`src/include/iex_pkg.sv`:
```
// Package with opcodes, widths and reset values of the instruction execute core.
`default_nettype none
package iex_pkg;
  localparam int unsigned DATA_W  = 8;
  localparam int unsigned PC_W    = 12;
  localparam int unsigned ADDR_W  = 8;
  localparam int unsigned STACK_D = 8;
  localparam int unsigned SP_W    = 3;
  localparam int unsigned OP_W    = 5;
  localparam logic [PC_W-1:0]   PC_RESET  = 12'h000;
  localparam logic [DATA_W-1:0] ACC_RESET = 8'h00;
  localparam logic [SP_W-1:0]   SP_RESET  = 3'h0;
  localparam logic [DATA_W-1:0] BCD_FIX   = 8'h06;
  localparam logic [3:0]        BCD_MAX   = 4'h9;
  // Opcode encoding of the execute request port.
  localparam logic [OP_W-1:0] OP_NOP        = 5'h00;
  localparam logic [OP_W-1:0] OP_AND_IMM    = 5'h01;
  localparam logic [OP_W-1:0] OP_CALL       = 5'h02;
  localparam logic [OP_W-1:0] OP_DEC        = 5'h03;
  localparam logic [OP_W-1:0] OP_DEC_A      = 5'h04;
  localparam logic [OP_W-1:0] OP_INC        = 5'h05;
  localparam logic [OP_W-1:0] OP_INC_A      = 5'h06;
  localparam logic [OP_W-1:0] OP_SLEEP      = 5'h07;
  localparam logic [OP_W-1:0] OP_BRANCH     = 5'h08;
  localparam logic [OP_W-1:0] OP_COPY_A     = 5'h09;
  localparam logic [OP_W-1:0] OP_PRECLR1    = 5'h0A;
  localparam logic [OP_W-1:0] OP_PRECLR2    = 5'h0B;
  localparam logic [OP_W-1:0] OP_ADC        = 5'h0C;
  localparam logic [OP_W-1:0] OP_ADC_TO_MEM = 5'h0D;
  localparam logic [OP_W-1:0] OP_ADD_MEM    = 5'h0E;
  localparam logic [OP_W-1:0] OP_ADD_IMM    = 5'h0F;
  localparam logic [OP_W-1:0] OP_ADD_TO_MEM = 5'h10;
  localparam logic [OP_W-1:0] OP_FIXUP      = 5'h11;
  localparam logic [OP_W-1:0] OP_INVERT     = 5'h12;
  localparam logic [OP_W-1:0] OP_INVERT_A   = 5'h13;
  localparam logic [OP_W-1:0] OP_WD_CLEAR   = 5'h14;
  localparam logic [OP_W-1:0] OP_MEM_CLEAR  = 5'h15;
  localparam logic [OP_W-1:0] OP_BIT_CLEAR  = 5'h16;
  localparam logic [OP_W-1:0] OP_AND_MEM    = 5'h17;
  localparam logic [OP_W-1:0] OP_AND_TO_MEM = 5'h18;
  localparam logic [OP_W-1:0] OP_COPY_M     = 5'h19;
  localparam logic [OP_W-1:0] OP_COPY_IMM   = 5'h1A;
endpackage : iex_pkg
`default_nettype wire

```
`src/verilog/iex_core.sv`:
```
// Execute stage that applies one instruction per request to registers, memory and flags.
//
// Decided for this implementation: the address map and the address-and-strobe port.
`default_nettype none
module iex_core #(
  parameter int unsigned PRECLEAR_PAIRED = 1
) (
  input  wire logic                           I_CLOCK,
  input  wire logic                           I_RESET,
  input  wire logic                           I_EXEC,
  input  wire logic [iex_pkg::OP_W-1:0]       I_OPCODE,
  input  wire logic [iex_pkg::ADDR_W-1:0]     I_MEM_ADDR,
  input  wire logic [iex_pkg::DATA_W-1:0]     I_MEM_RDATA,
  input  wire logic [iex_pkg::DATA_W-1:0]     I_IMMEDIATE,
  input  wire logic [iex_pkg::PC_W-1:0]       I_TARGET,
  input  wire logic [2:0]                     I_BIT_SEL,
  input  wire logic                           I_WAKE,
  input  wire logic                           I_WD_EXPIRE,
  output logic [iex_pkg::PC_W-1:0]            O_PC,
  output logic [iex_pkg::DATA_W-1:0]          O_WORK_REG,
  output logic                                O_MEM_WE,
  output logic [iex_pkg::ADDR_W-1:0]          O_MEM_WADDR,
  output logic [iex_pkg::DATA_W-1:0]          O_MEM_WDATA,
  output logic                                O_ZERO,
  output logic                                O_CARRY,
  output logic                                O_HALF_SPILL_BIT,
  output logic                                O_SIGNED_RANGE_FAULT_BIT,
  output logic                                O_WATCHDOG_EXPIRY_BIT,
  output logic                                O_POWERDOWN_BIT,
  output logic                                O_WATCHDOG_CLEAR,
  output logic                                O_CLOCK_RUN,
  output logic [iex_pkg::SP_W-1:0]            O_STACK_PTR
);

  typedef struct packed {
    logic [iex_pkg::PC_W-1:0]   pc;
    logic [iex_pkg::DATA_W-1:0] acc;
    logic                       mem_we;
    logic [iex_pkg::ADDR_W-1:0] mem_waddr;
    logic [iex_pkg::DATA_W-1:0] mem_wdata;
    logic                       zero;
    logic                       carry;
    logic                       half;
    logic                       ovf;
    logic                       expiry;
    logic                       pdown;
    logic                       wd_clear;
    logic                       asleep;
    logic                       run;
    logic                       pre1_seen;
    logic                       pre2_seen;
    logic [iex_pkg::SP_W-1:0]   sp;
  } iex_state_s;

  iex_state_s state_reg;
  iex_state_s state_next;
  logic [iex_pkg::PC_W-1:0] stack_mem [iex_pkg::STACK_D];

  // Nine-bit sum with nibble carry and signed overflow, shared by all add forms.
  function automatic logic [11:0] iex_add(input logic [7:0] a, input logic [7:0] b,
                                          input logic cin);
    logic [4:0] lo;
    logic [8:0] full;
    logic       ov;
    lo   = {1'b0, a[3:0]} + {1'b0, b[3:0]} + {4'h0, cin};
    full = {1'b0, a} + {1'b0, b} + {8'h00, cin};
    ov   = (a[7] == b[7]) && (full[7] != a[7]);
    return {ov, lo[4], full[8], full[7:0], 1'b0};
  endfunction : iex_add

  logic [11:0] sum_w;
  logic [4:0]  fix_lo;
  logic [8:0]  fix_hi;
  logic        fix_lo_c;
  logic [7:0]  mem_bit_cleared;

  always_comb
  begin
    state_next      = state_reg;
    state_next.mem_we   = 1'b0;
    state_next.wd_clear = 1'b0;
    sum_w           = 12'h000;
    fix_lo          = 5'h00;
    fix_hi          = 9'h000;
    fix_lo_c        = 1'b0;
    mem_bit_cleared = I_MEM_RDATA;
    mem_bit_cleared[I_BIT_SEL] = 1'b0;
    if (state_reg.asleep)
    begin
      // Sleep holds all registers but expiry, which an expiry still sets, and the mem_we/wd_clear strobes, which drop; only a wake restarts execution.
      if (I_WAKE)
      begin
        state_next.asleep = 1'b0;
      end
    end
    else if (I_EXEC)
    begin
      state_next.pc = state_reg.pc + 12'h001;
      state_next.mem_waddr = I_MEM_ADDR;
      unique case (I_OPCODE)
        iex_pkg::OP_AND_IMM:
        begin
          state_next.acc  = state_reg.acc & I_IMMEDIATE;
          state_next.zero = (state_next.acc == 8'h00);
        end
        iex_pkg::OP_AND_MEM:
        begin
          state_next.acc  = state_reg.acc & I_MEM_RDATA;
          state_next.zero = (state_next.acc == 8'h00);
        end
        iex_pkg::OP_AND_TO_MEM:
        begin
          state_next.mem_we    = 1'b1;
          state_next.mem_wdata = state_reg.acc & I_MEM_RDATA;
          state_next.zero      = (state_next.mem_wdata == 8'h00);
        end
        iex_pkg::OP_CALL:
        begin
          state_next.sp = state_reg.sp + 3'h1;
          state_next.pc = I_TARGET;
        end
        iex_pkg::OP_DEC, iex_pkg::OP_DEC_A:
        begin
          if (I_OPCODE == iex_pkg::OP_DEC)
          begin
            state_next.mem_we    = 1'b1;
            state_next.mem_wdata = I_MEM_RDATA - 8'h01;
          end
          else
          begin
            state_next.acc = I_MEM_RDATA - 8'h01;
          end
          state_next.zero = (I_MEM_RDATA == 8'h01);
        end
        iex_pkg::OP_INC:
        begin
          state_next.mem_we    = 1'b1;
          state_next.mem_wdata = I_MEM_RDATA + 8'h01;
          state_next.zero      = (I_MEM_RDATA == 8'hFF);
        end
        iex_pkg::OP_INC_A:
        begin
          state_next.acc  = I_MEM_RDATA + 8'h01;
          state_next.zero = (I_MEM_RDATA == 8'hFF);
        end
        iex_pkg::OP_SLEEP:
        begin
          // Arithmetic flags, memory and accumulator are simply not touched here.
          state_next.asleep   = 1'b1;
          state_next.wd_clear = 1'b1;
          state_next.pdown    = 1'b1;
          state_next.expiry   = 1'b0;
        end
        iex_pkg::OP_BRANCH:
        begin
          state_next.pc = I_TARGET;
        end
        iex_pkg::OP_COPY_A:
        begin
          state_next.acc = I_MEM_RDATA;
        end
        iex_pkg::OP_COPY_M:
        begin
          state_next.mem_we    = 1'b1;
          state_next.mem_wdata = state_reg.acc;
        end
        iex_pkg::OP_COPY_IMM:
        begin
          state_next.acc = I_IMMEDIATE;
        end
        iex_pkg::OP_PRECLR1, iex_pkg::OP_PRECLR2:
        begin
          // A paired clear needs the partner seen since the last paired clear.
          if ((PRECLEAR_PAIRED == 0) ||
              ((I_OPCODE == iex_pkg::OP_PRECLR1) ? state_reg.pre2_seen : state_reg.pre1_seen))
          begin
            state_next.wd_clear  = 1'b1;
            state_next.expiry    = 1'b0;
            state_next.pdown     = 1'b0;
            state_next.pre1_seen = 1'b0;
            state_next.pre2_seen = 1'b0;
          end
          else if (I_OPCODE == iex_pkg::OP_PRECLR1)
          begin
            state_next.pre1_seen = 1'b1;
          end
          else
          begin
            state_next.pre2_seen = 1'b1;
          end
        end
        iex_pkg::OP_ADC, iex_pkg::OP_ADC_TO_MEM, iex_pkg::OP_ADD_MEM, iex_pkg::OP_ADD_IMM,
        iex_pkg::OP_ADD_TO_MEM:
        begin
          if (I_OPCODE == iex_pkg::OP_ADD_IMM)
          begin
            sum_w = iex_add(state_reg.acc, I_IMMEDIATE, 1'b0);
          end
          else
          begin
            sum_w = iex_add(state_reg.acc, I_MEM_RDATA,
                            ((I_OPCODE == iex_pkg::OP_ADC) ||
                             (I_OPCODE == iex_pkg::OP_ADC_TO_MEM)) & state_reg.carry);
          end
          if ((I_OPCODE == iex_pkg::OP_ADC_TO_MEM) || (I_OPCODE == iex_pkg::OP_ADD_TO_MEM))
          begin
            state_next.mem_we    = 1'b1;
            state_next.mem_wdata = sum_w[8:1];
          end
          else
          begin
            state_next.acc = sum_w[8:1];
          end
          state_next.ovf   = sum_w[11];
          state_next.half  = sum_w[10];
          state_next.carry = sum_w[9];
          state_next.zero  = (sum_w[8:1] == 8'h00);
        end
        iex_pkg::OP_FIXUP:
        begin
          if ((state_reg.acc[3:0] > iex_pkg::BCD_MAX) || state_reg.half)
          begin
            fix_lo = {1'b0, state_reg.acc[3:0]} + {1'b0, iex_pkg::BCD_FIX[3:0]};
          end
          else
          begin
            fix_lo = {1'b0, state_reg.acc[3:0]};
          end
          fix_lo_c = fix_lo[4];
          fix_hi = {5'h00, state_reg.acc[7:4]} + {8'h00, fix_lo_c};
          if ((fix_hi[4:0] > {1'b0, iex_pkg::BCD_MAX}) || state_reg.carry)
          begin
            fix_hi = fix_hi + {5'h00, iex_pkg::BCD_FIX[3:0]};
          end
          state_next.mem_we    = 1'b1;
          state_next.mem_wdata = {fix_hi[3:0], fix_lo[3:0]};
          state_next.carry     = (fix_hi[8:4] != 5'h00) || state_reg.carry;
        end
        iex_pkg::OP_INVERT:
        begin
          state_next.mem_we    = 1'b1;
          state_next.mem_wdata = ~I_MEM_RDATA;
          state_next.zero      = (I_MEM_RDATA == 8'hFF);
        end
        iex_pkg::OP_INVERT_A:
        begin
          state_next.acc  = ~I_MEM_RDATA;
          state_next.zero = (I_MEM_RDATA == 8'hFF);
        end
        iex_pkg::OP_WD_CLEAR:
        begin
          state_next.wd_clear = 1'b1;
          state_next.expiry   = 1'b0;
          state_next.pdown    = 1'b0;
        end
        iex_pkg::OP_MEM_CLEAR:
        begin
          state_next.mem_we    = 1'b1;
          state_next.mem_wdata = 8'h00;
        end
        iex_pkg::OP_BIT_CLEAR:
        begin
          state_next.mem_we    = 1'b1;
          state_next.mem_wdata = mem_bit_cleared;
        end
        default:
        begin
          state_next.pc = state_reg.pc + 12'h001;
        end
      endcase
    end
    // An expiry that meets a clearing instruction in one cycle still sets the bit.
    // A timeout is then never lost, at the price of one more clear by software.
    if (I_WD_EXPIRE)
    begin
      state_next.expiry = 1'b1;
    end
    // The clock gate has its own flop so that the pin carries no decode glitch.
    state_next.run = !state_next.asleep;
  end

  always_ff @(posedge I_CLOCK)
  begin
    if (I_RESET)
    begin
      state_reg <= '{pc: iex_pkg::PC_RESET, acc: iex_pkg::ACC_RESET, mem_we: 1'b0,
                     mem_waddr: 8'h00, mem_wdata: 8'h00, zero: 1'b0, carry: 1'b0,
                     half: 1'b0, ovf: 1'b0, expiry: 1'b0, pdown: 1'b0, wd_clear: 1'b0,
                     asleep: 1'b0, run: 1'b1, pre1_seen: 1'b0, pre2_seen: 1'b0,
                     sp: iex_pkg::SP_RESET};
    end
    else
    begin
      state_reg <= state_next;
    end
  end

  // The return stack wraps after its depth; an overflowing call overwrites the oldest entry.
  always_ff @(posedge I_CLOCK)
  begin
    if (!I_RESET && I_EXEC && !state_reg.asleep && (I_OPCODE == iex_pkg::OP_CALL))
    begin
      stack_mem[state_reg.sp] <= state_reg.pc + 12'h001;
    end
  end

  assign O_PC                     = state_reg.pc;
  assign O_WORK_REG               = state_reg.acc;
  assign O_MEM_WE                 = state_reg.mem_we;
  assign O_MEM_WADDR              = state_reg.mem_waddr;
  assign O_MEM_WDATA              = state_reg.mem_wdata;
  assign O_ZERO                   = state_reg.zero;
  assign O_CARRY                  = state_reg.carry;
  assign O_HALF_SPILL_BIT         = state_reg.half;
  assign O_SIGNED_RANGE_FAULT_BIT = state_reg.ovf;
  assign O_WATCHDOG_EXPIRY_BIT    = state_reg.expiry;
  assign O_POWERDOWN_BIT          = state_reg.pdown;
  assign O_WATCHDOG_CLEAR         = state_reg.wd_clear;
  assign O_CLOCK_RUN              = state_reg.run;
  assign O_STACK_PTR              = state_reg.sp;

endmodule : iex_core
`default_nettype wire

```
`config.mk`:
```
export PLATFORM = sky130hd
export DESIGN_NAME = iex_core
export DESIGN_NICKNAME = d
export VERILOG_FILES = /design/src/include/iex_pkg.sv /design/src/verilog/iex_core.sv
export SDC_FILE = /design/constraint.sdc
export NUM_CORES = 1
export LEC_CHECK = 0
export BUFFER_PORTS_ARGS = -buffer_cell sky130_fd_sc_hd__clkbuf_2
export CAP_MARGIN = 20
export CORE_AREA = 2 2 117 119
export DETAILED_ROUTE_END_ITERATION = 8
export DIE_AREA = 0 0 119 121
export HOLD_SLACK_MARGIN = 0.15
export PLACE_DENSITY = 0.67
export SYNTH_ARGS = -nofsm -noshare
export SYNTH_HDL_FRONTEND = slang
export SYNTH_SLANG_ARGS = --single-unit
```
`constraint.sdc`:
```
create_clock -name I_CLOCK -period 5.9 [get_ports I_CLOCK]
set_clock_uncertainty 0.2 [all_clocks]
set_input_delay 1.18 -clock I_CLOCK [delete_from_list [all_inputs] [get_ports I_CLOCK]]
set_output_delay 1.18 -clock I_CLOCK [all_outputs]
set_load 0.01 [all_outputs]
```
Word-level counts from Yosys, hierarchy flattened

Index checks and enable logic that the tools add are counted.

Memories: 0
Output and inout port bits: 48
Latch bits: 0
Word-level logic and storage cells: 160
Bits in writable memories: 0
Register bits after elaboration: 51
Bits in read-only memories: 0

Div/mod/pow operators: 0
Multiply operators: 0
Reductions and logical operators: 40
Add/subtract/negate cells: 13
Bitwise gates (word level): 8
Multiplexer cells: 38
Shift operators: 0
Equality and inequality tests: 40
$lt $le $gt $ge: 4

Operator list:

| cell                                                            | number |
|---|---|
| 8-bit case mux with 9 select lines                              | 1 |
| 8-bit case mux with 8 select lines                              | 1 |
| 12-bit 2-to-1 mux                                               | 5 |
| 5-bit == test, second input constant                            | 11 |
| 5-bit by 4-bit == test with 1-bit output, second input constant | 8 |
| 8-bit 2-to-1 mux                                                | 4 |
| 9-bit 2-to-1 mux                                                | 3 |
| 8-bit AND                                                       | 3 |
| 8-bit zero test                                                 | 3 |
| 5-bit by 3-bit == test with 1-bit output, second input constant | 4 |
| 5-bit 2-to-1 mux                                                | 4 |
| 8-bit by 8-bit adder with 9-bit output                          | 2 |
| 8-bit NOT                                                       | 2 |
| 4-bit AND reduction                                             | 4 |
| 12-bit by 1-bit adder with 12-bit output, second input constant | 1 |
| 2-bit != test, second input constant                            | 6 |
| 3-bit AND reduction                                             | 4 |
| 4-bit by 4-bit adder with 5-bit output                          | 2 |
| 5-bit by 2-bit == test with 1-bit output, second input constant | 2 |
| 1-bit 2-to-1 mux                                                | 10 |
| 5-bit AND reduction                                             | 2 |
| 5-bit nonzero test                                              | 2 |
| 9-bit by 1-bit adder with 9-bit output                          | 1 |
| 3-bit case mux with 3 select lines                              | 1 |
| 42 further kinds                                                | 57 |

Logic depth before layout (Yosys ltp)

Depth in word-level cells: 16
Mapped depth: 11

Worst setup path after synthesis

Ideal clock, no wire load.

Path type: in2reg
From: input port I_OPCODE[1] (netlist bit)
To: register state_reg (netlist bit O_WORK_REG[6])
Setup slack: 1,818 ps
Library setup time: 139 ps
Cell stages on the path: 11
Data arrival time: 3,743 ps
Cell sequence: buf_2 > buf_1 > nor3b_1 > fa_1 > fa_1 > a211oi_1 > o21bai_1 > a211oi_1 > nor2_1 > a2111oi_0 > o32ai_1

Word-level cells in the longest chain between the ends: 10
Elaborated cells on any way between the ends: 29
Those cells by class: add/sub (1); eq/ne (15); mux (6); bitwise (1); reduce/logical (6)

Ends and longest elaborated chain:

| what                                                               | RTL line        | source |
|---|---|---|
| start, declared                                                    | iex_core.sv:11  | `input wire logic [iex_pkg::OP_W-1:0] I_OPCODE,` |
| 5-bit by 4-bit == test with 1-bit output, on equally long branches | n/a             |  |
| 1-bit logical OR                                                   | iex_core.sv:202 | `((I_OPCODE == iex_pkg::OP_ADC) \|\|` |
| 1-bit AND                                                          | iex_core.sv:203 | `(I_OPCODE == iex_pkg::OP_ADC_TO_MEM)) & state_reg.carry);` |
| 9-bit by 1-bit adder with 9-bit output                             | iex_core.sv:66  | `full = {1'b0, a} + {1'b0, b} + {8'h00, cin};` |
| 12-bit 2-to-1 mux                                                  | iex_core.sv:195 | `if (I_OPCODE == iex_pkg::OP_ADD_IMM)` |
| 12-bit 2-to-1 mux                                                  | iex_core.sv:100 | `unique case (I_OPCODE)` |
| 12-bit 2-to-1 mux                                                  | iex_core.sv:96  | `else if (I_EXEC)` |
| 12-bit 2-to-1 mux                                                  | iex_core.sv:88  | `if (state_reg.asleep)` |
| 8-bit 2-to-1 mux                                                   | iex_core.sv:205 | `if ((I_OPCODE == iex_pkg::OP_ADC_TO_MEM) \|\| (I_OPCODE == iex_pkg::OP_ADD_TO_MEM))` |
| 8-bit case mux with 8 select lines                                 | iex_core.sv:100 |  |
| end signal, assigned                                               | iex_core.sv:286 | `state_reg <= '{pc: iex_pkg::PC_RESET, acc: iex_pkg::ACC_RESET, mem_we: 1'b0,` |
| end signal, assigned                                               | iex_core.sv:294 | `state_reg <= state_next;` |
| end, declared                                                      | iex_core.sv:55  | `iex_state_s state_reg;` |

Several ways; a longest one is shown, not always the timed one. The select of a mux whose other input is x is not followed.
A chain may end at the register's enable or synchronous reset.

Worst setup path after layout

From: input port I_OPCODE[3] (netlist bit)
To: register state_reg (netlist bit O_WORK_REG[6])

Same word-level chain as after synthesis.

==> results.cfg <==
[run_status]
run_status = completed

[detailed_routing]
avgViaCountPerCell = 6.09
vias_post_dr = 5467
route.final.wire_length_um = 17600
firstDrtPassIters = 5
drt_drc_violations_left = 0
postRouteAntennaNets = 0
drt_iter0_drc = 531
avgRoutedWirePerCell_um = 19.6

[cts]
clk_pin_slew_worst_paths_ps = 60
number_of_instances_resized_during_post_cts_repair = 0
cts_buffers = 5
htreeDepth = 2
postCtsSetupRepairBufs = 0
clock_tree_root_driver_cell = sky130_fd_sc_hd__clkbuf_16
tritoncts = done
clock_insertion_delay_worst_skew_ps = 300
cts.path.max_buffers = 2
clk_sink_count = 51
count_of_hold_buffers_inserted_by_post_cts_repair = 0

[sta]
setup_repair_after_global_routing_missed_its_margin = false
achievable-frequency_mhz = 237
final_hold_vio_count = 0
fin_tns_setup_ps = 0
setup_violations = 0
post-route-period-util = 0.714
max_slew.worst_pin.slew_ps = 697
period_needed_ps = 4210
relSlewSlack = 0.524
maxSlewViolCount = 0
worst_hold_slack_ps = 258

[synthesis]
synthDistinctLibCells = 80
adder_cell_area_share_of_the_yosys_netlist = 0.0725
netlist.top_cell.by_area = sky130_fd_sc_hd__dfxtp_1
synth_common_cells = sky130_fd_sc_hd__nand2_1 (61), sky130_fd_sc_hd__nor2_1 (59), sky130_fd_sc_hd__dfxtp_1 (51)
synth-seq-cells = 51
post-synth-top-count-cell = sky130_fd_sc_hd__nand2_1
netlist_top_cells_area = sky130_fd_sc_hd__dfxtp_1 (20%), sky130_fd_sc_hd__buf_4 (6.3%), sky130_fd_sc_hd__ha_1 (6.1%), sky130_fd_sc_hd__a21oi_1 (4.7%), sky130_fd_sc_hd__o21ai_0 (4.6%)
muxShareOfSynthArea = 0.0182
syn_area_mm2 = 0.00514
synth-compound-area-share = 0.307
synth_nets = 766
post-synth-top-area-fraction = 0.198
synth.yosys.warnings = 0
synth_top_family_by_area = compound AO/OA/AOI/OAI gates
synthesis.area_per_instance_um2 = 7.47
postSynth.topFlopCell = sky130_fd_sc_hd__dfxtp_1
synth.yosys.seq_area_share = 0.198
synthSimpleGateAreaFrac = 0.260
share_of_the_synthesized_netlist_area_taken_by_xor_and_xnor_gates = 0.0358
postSynthCellCount = 689
asyncSetResetFlopFracSynth = 0
synth_enable_flop_cells = 0

[critical_path]
worst_ep_arrival_time_ps = 4180
critical_path.max_fanout = 25
setup.worst_path.class = input port to flop
required_ps = 5860
timing.critical_path.to_type = flop
startpoint_type = input port

[finish]
number_of_antenna_diodes = 0
finalNetCount = 797
post-route-cell-area_mm2 = 0.00558
instances_no_fill = 897
drive_above_1_share = 0.189
area_growth_syn_to_layout_pct = 8.47
largest_register_ff_count = 12

[power_and_ir_drop]
ir_drop_mv = 0.108
cellLeakagePower_nw = 2.30
power.density_cell_area_mw_per_mm2 = 175

[place]
number_of_placed_instances_with_taps_included = 889
place.gp.congestion = 1.03
placement.cell_area_mm2 = 0.00542
dpl.hpwl_um = 13400
portBuffers = 96

[floorplanning]
die_width_um = 119
die-area_mm2 = 0.0144
num_io_pins = 97
initial_utilization = 0.393
coreArea_mm2 = 0.0131
floorplan.rows = 42
dieHeight_um = 121

[global_route]
grt_start_max_net_pins = 35
gr-usage-all-layers = 0.239
grt_first_pass_wirelength_um = 27200
antenna_found_initial = 0
grt_pass1_vias = 4923
grt-ovfl-total = 0

[flow_run]
cap_viol_max_count = 0

[min_path]
holdCritPathClass = flop to flop
==> cells in the final DEF, fill, tap and decap left out, drive strengths merged, types with 7 or more instances in the layout <==
| cell type | count |
|---|---|
| a211oi | 17 |
| nor2 | 59 |
| a31oi | 9 |
| buf | 9 |
| o21ai | 48 |
| a211o | 10 |
| a2111oi | 9 |
| a311oi | 7 |
| ha | 25 |
| nand2 | 61 |
| and3 | 13 |
| nand2b | 12 |
| nor2b | 15 |
| inv | 17 |
| clkbuf | 102 |
| nand3 | 19 |
| xor2 | 7 |
| nor4 | 7 |
| nor3 | 20 |
| xnor2 | 14 |
| a21oi | 48 |
| dfxtp | 51 |
| o211ai | 9 |
| nor3b | 10 |
==> layout make-up <==
type                            count  area (µm²)
Fill cell                        1409        7510
Multi-Input combinational cell    540        3570
Sequential cell                    51        1020
Timing Repair Buffer              105         548
Tap cell                          176         220
Clock buffer                        6         139
Inverter                           17        63.8
Clock inverter                      2        16.3
==> routing by layer <==
layer,wire [µm],GRT usage,up-vias
met1,7460,0.307,2557
li1,-,-,2605
met2,8100,0.392,253
met5,0,0,-
met3,1330,0.0428,52
met4,722,0.107,0
==> cells by family after synthesis <==
kind of cell / count (synthesis)
flops: 51
simple gates: 256
mux: 9
compound gates: 226
fa+ha+maj: 28
xor+xnor: 21
buf+inv: 98
==> critical path, cell delays in order <==
cell	delay, ps
sky130_fd_sc_hd__clkbuf_2	300
sky130_fd_sc_hd__nand3b_1	280
sky130_fd_sc_hd__nor3b_1	100
sky130_fd_sc_hd__fa_1	450
sky130_fd_sc_hd__fa_1	420
sky130_fd_sc_hd__a211oi_1	440
sky130_fd_sc_hd__o21bai_1	130
sky130_fd_sc_hd__a211oi_1	240
sky130_fd_sc_hd__nor2_1	90
sky130_fd_sc_hd__a2111oi_0	380
sky130_fd_sc_hd__o32ai_1	150
==> where the power goes <==
group / internal, mW / switching [mW]
combinational: 0.113 / 0.181
clock: 0.170 / 0.133
sequential: 0.359 / 0.0215
==> final timing paths <==
path,startpoint,endpoint,slack [ps],cells past startpoint
setup / recovery,I_OPCODE[3],O_WORK_REG[6]$_SDFFE_PP0P_,1690,11
hold / removal,O_MEM_WADDR[0]$_SDFFE_PP0P_,O_MEM_WADDR[0]$_SDFFE_PP0P_,260,2
setup reg to reg,O_WORK_REG[1]$_SDFFE_PP0P_,O_MEM_WDATA[6]$_SDFFE_PP0P_,2620,9
hold reg to reg,O_MEM_WADDR[0]$_SDFFE_PP0P_,O_MEM_WADDR[0]$_SDFFE_PP0P_,260,2
==> per-stage QoR <==
step           power, mW   util  setup WS (ps)
6_report           0.977  0.426           1690
5_1_grt             1.03  0.426           1330
4_1_cts            0.977  0.426           1710
3_5_place_dp       0.675  0.415           1420
3_3_place_gp       0.677  0.415           1420
2_1_floorplan      0.594      -           1820
Power figures use the tool's default switching activity.
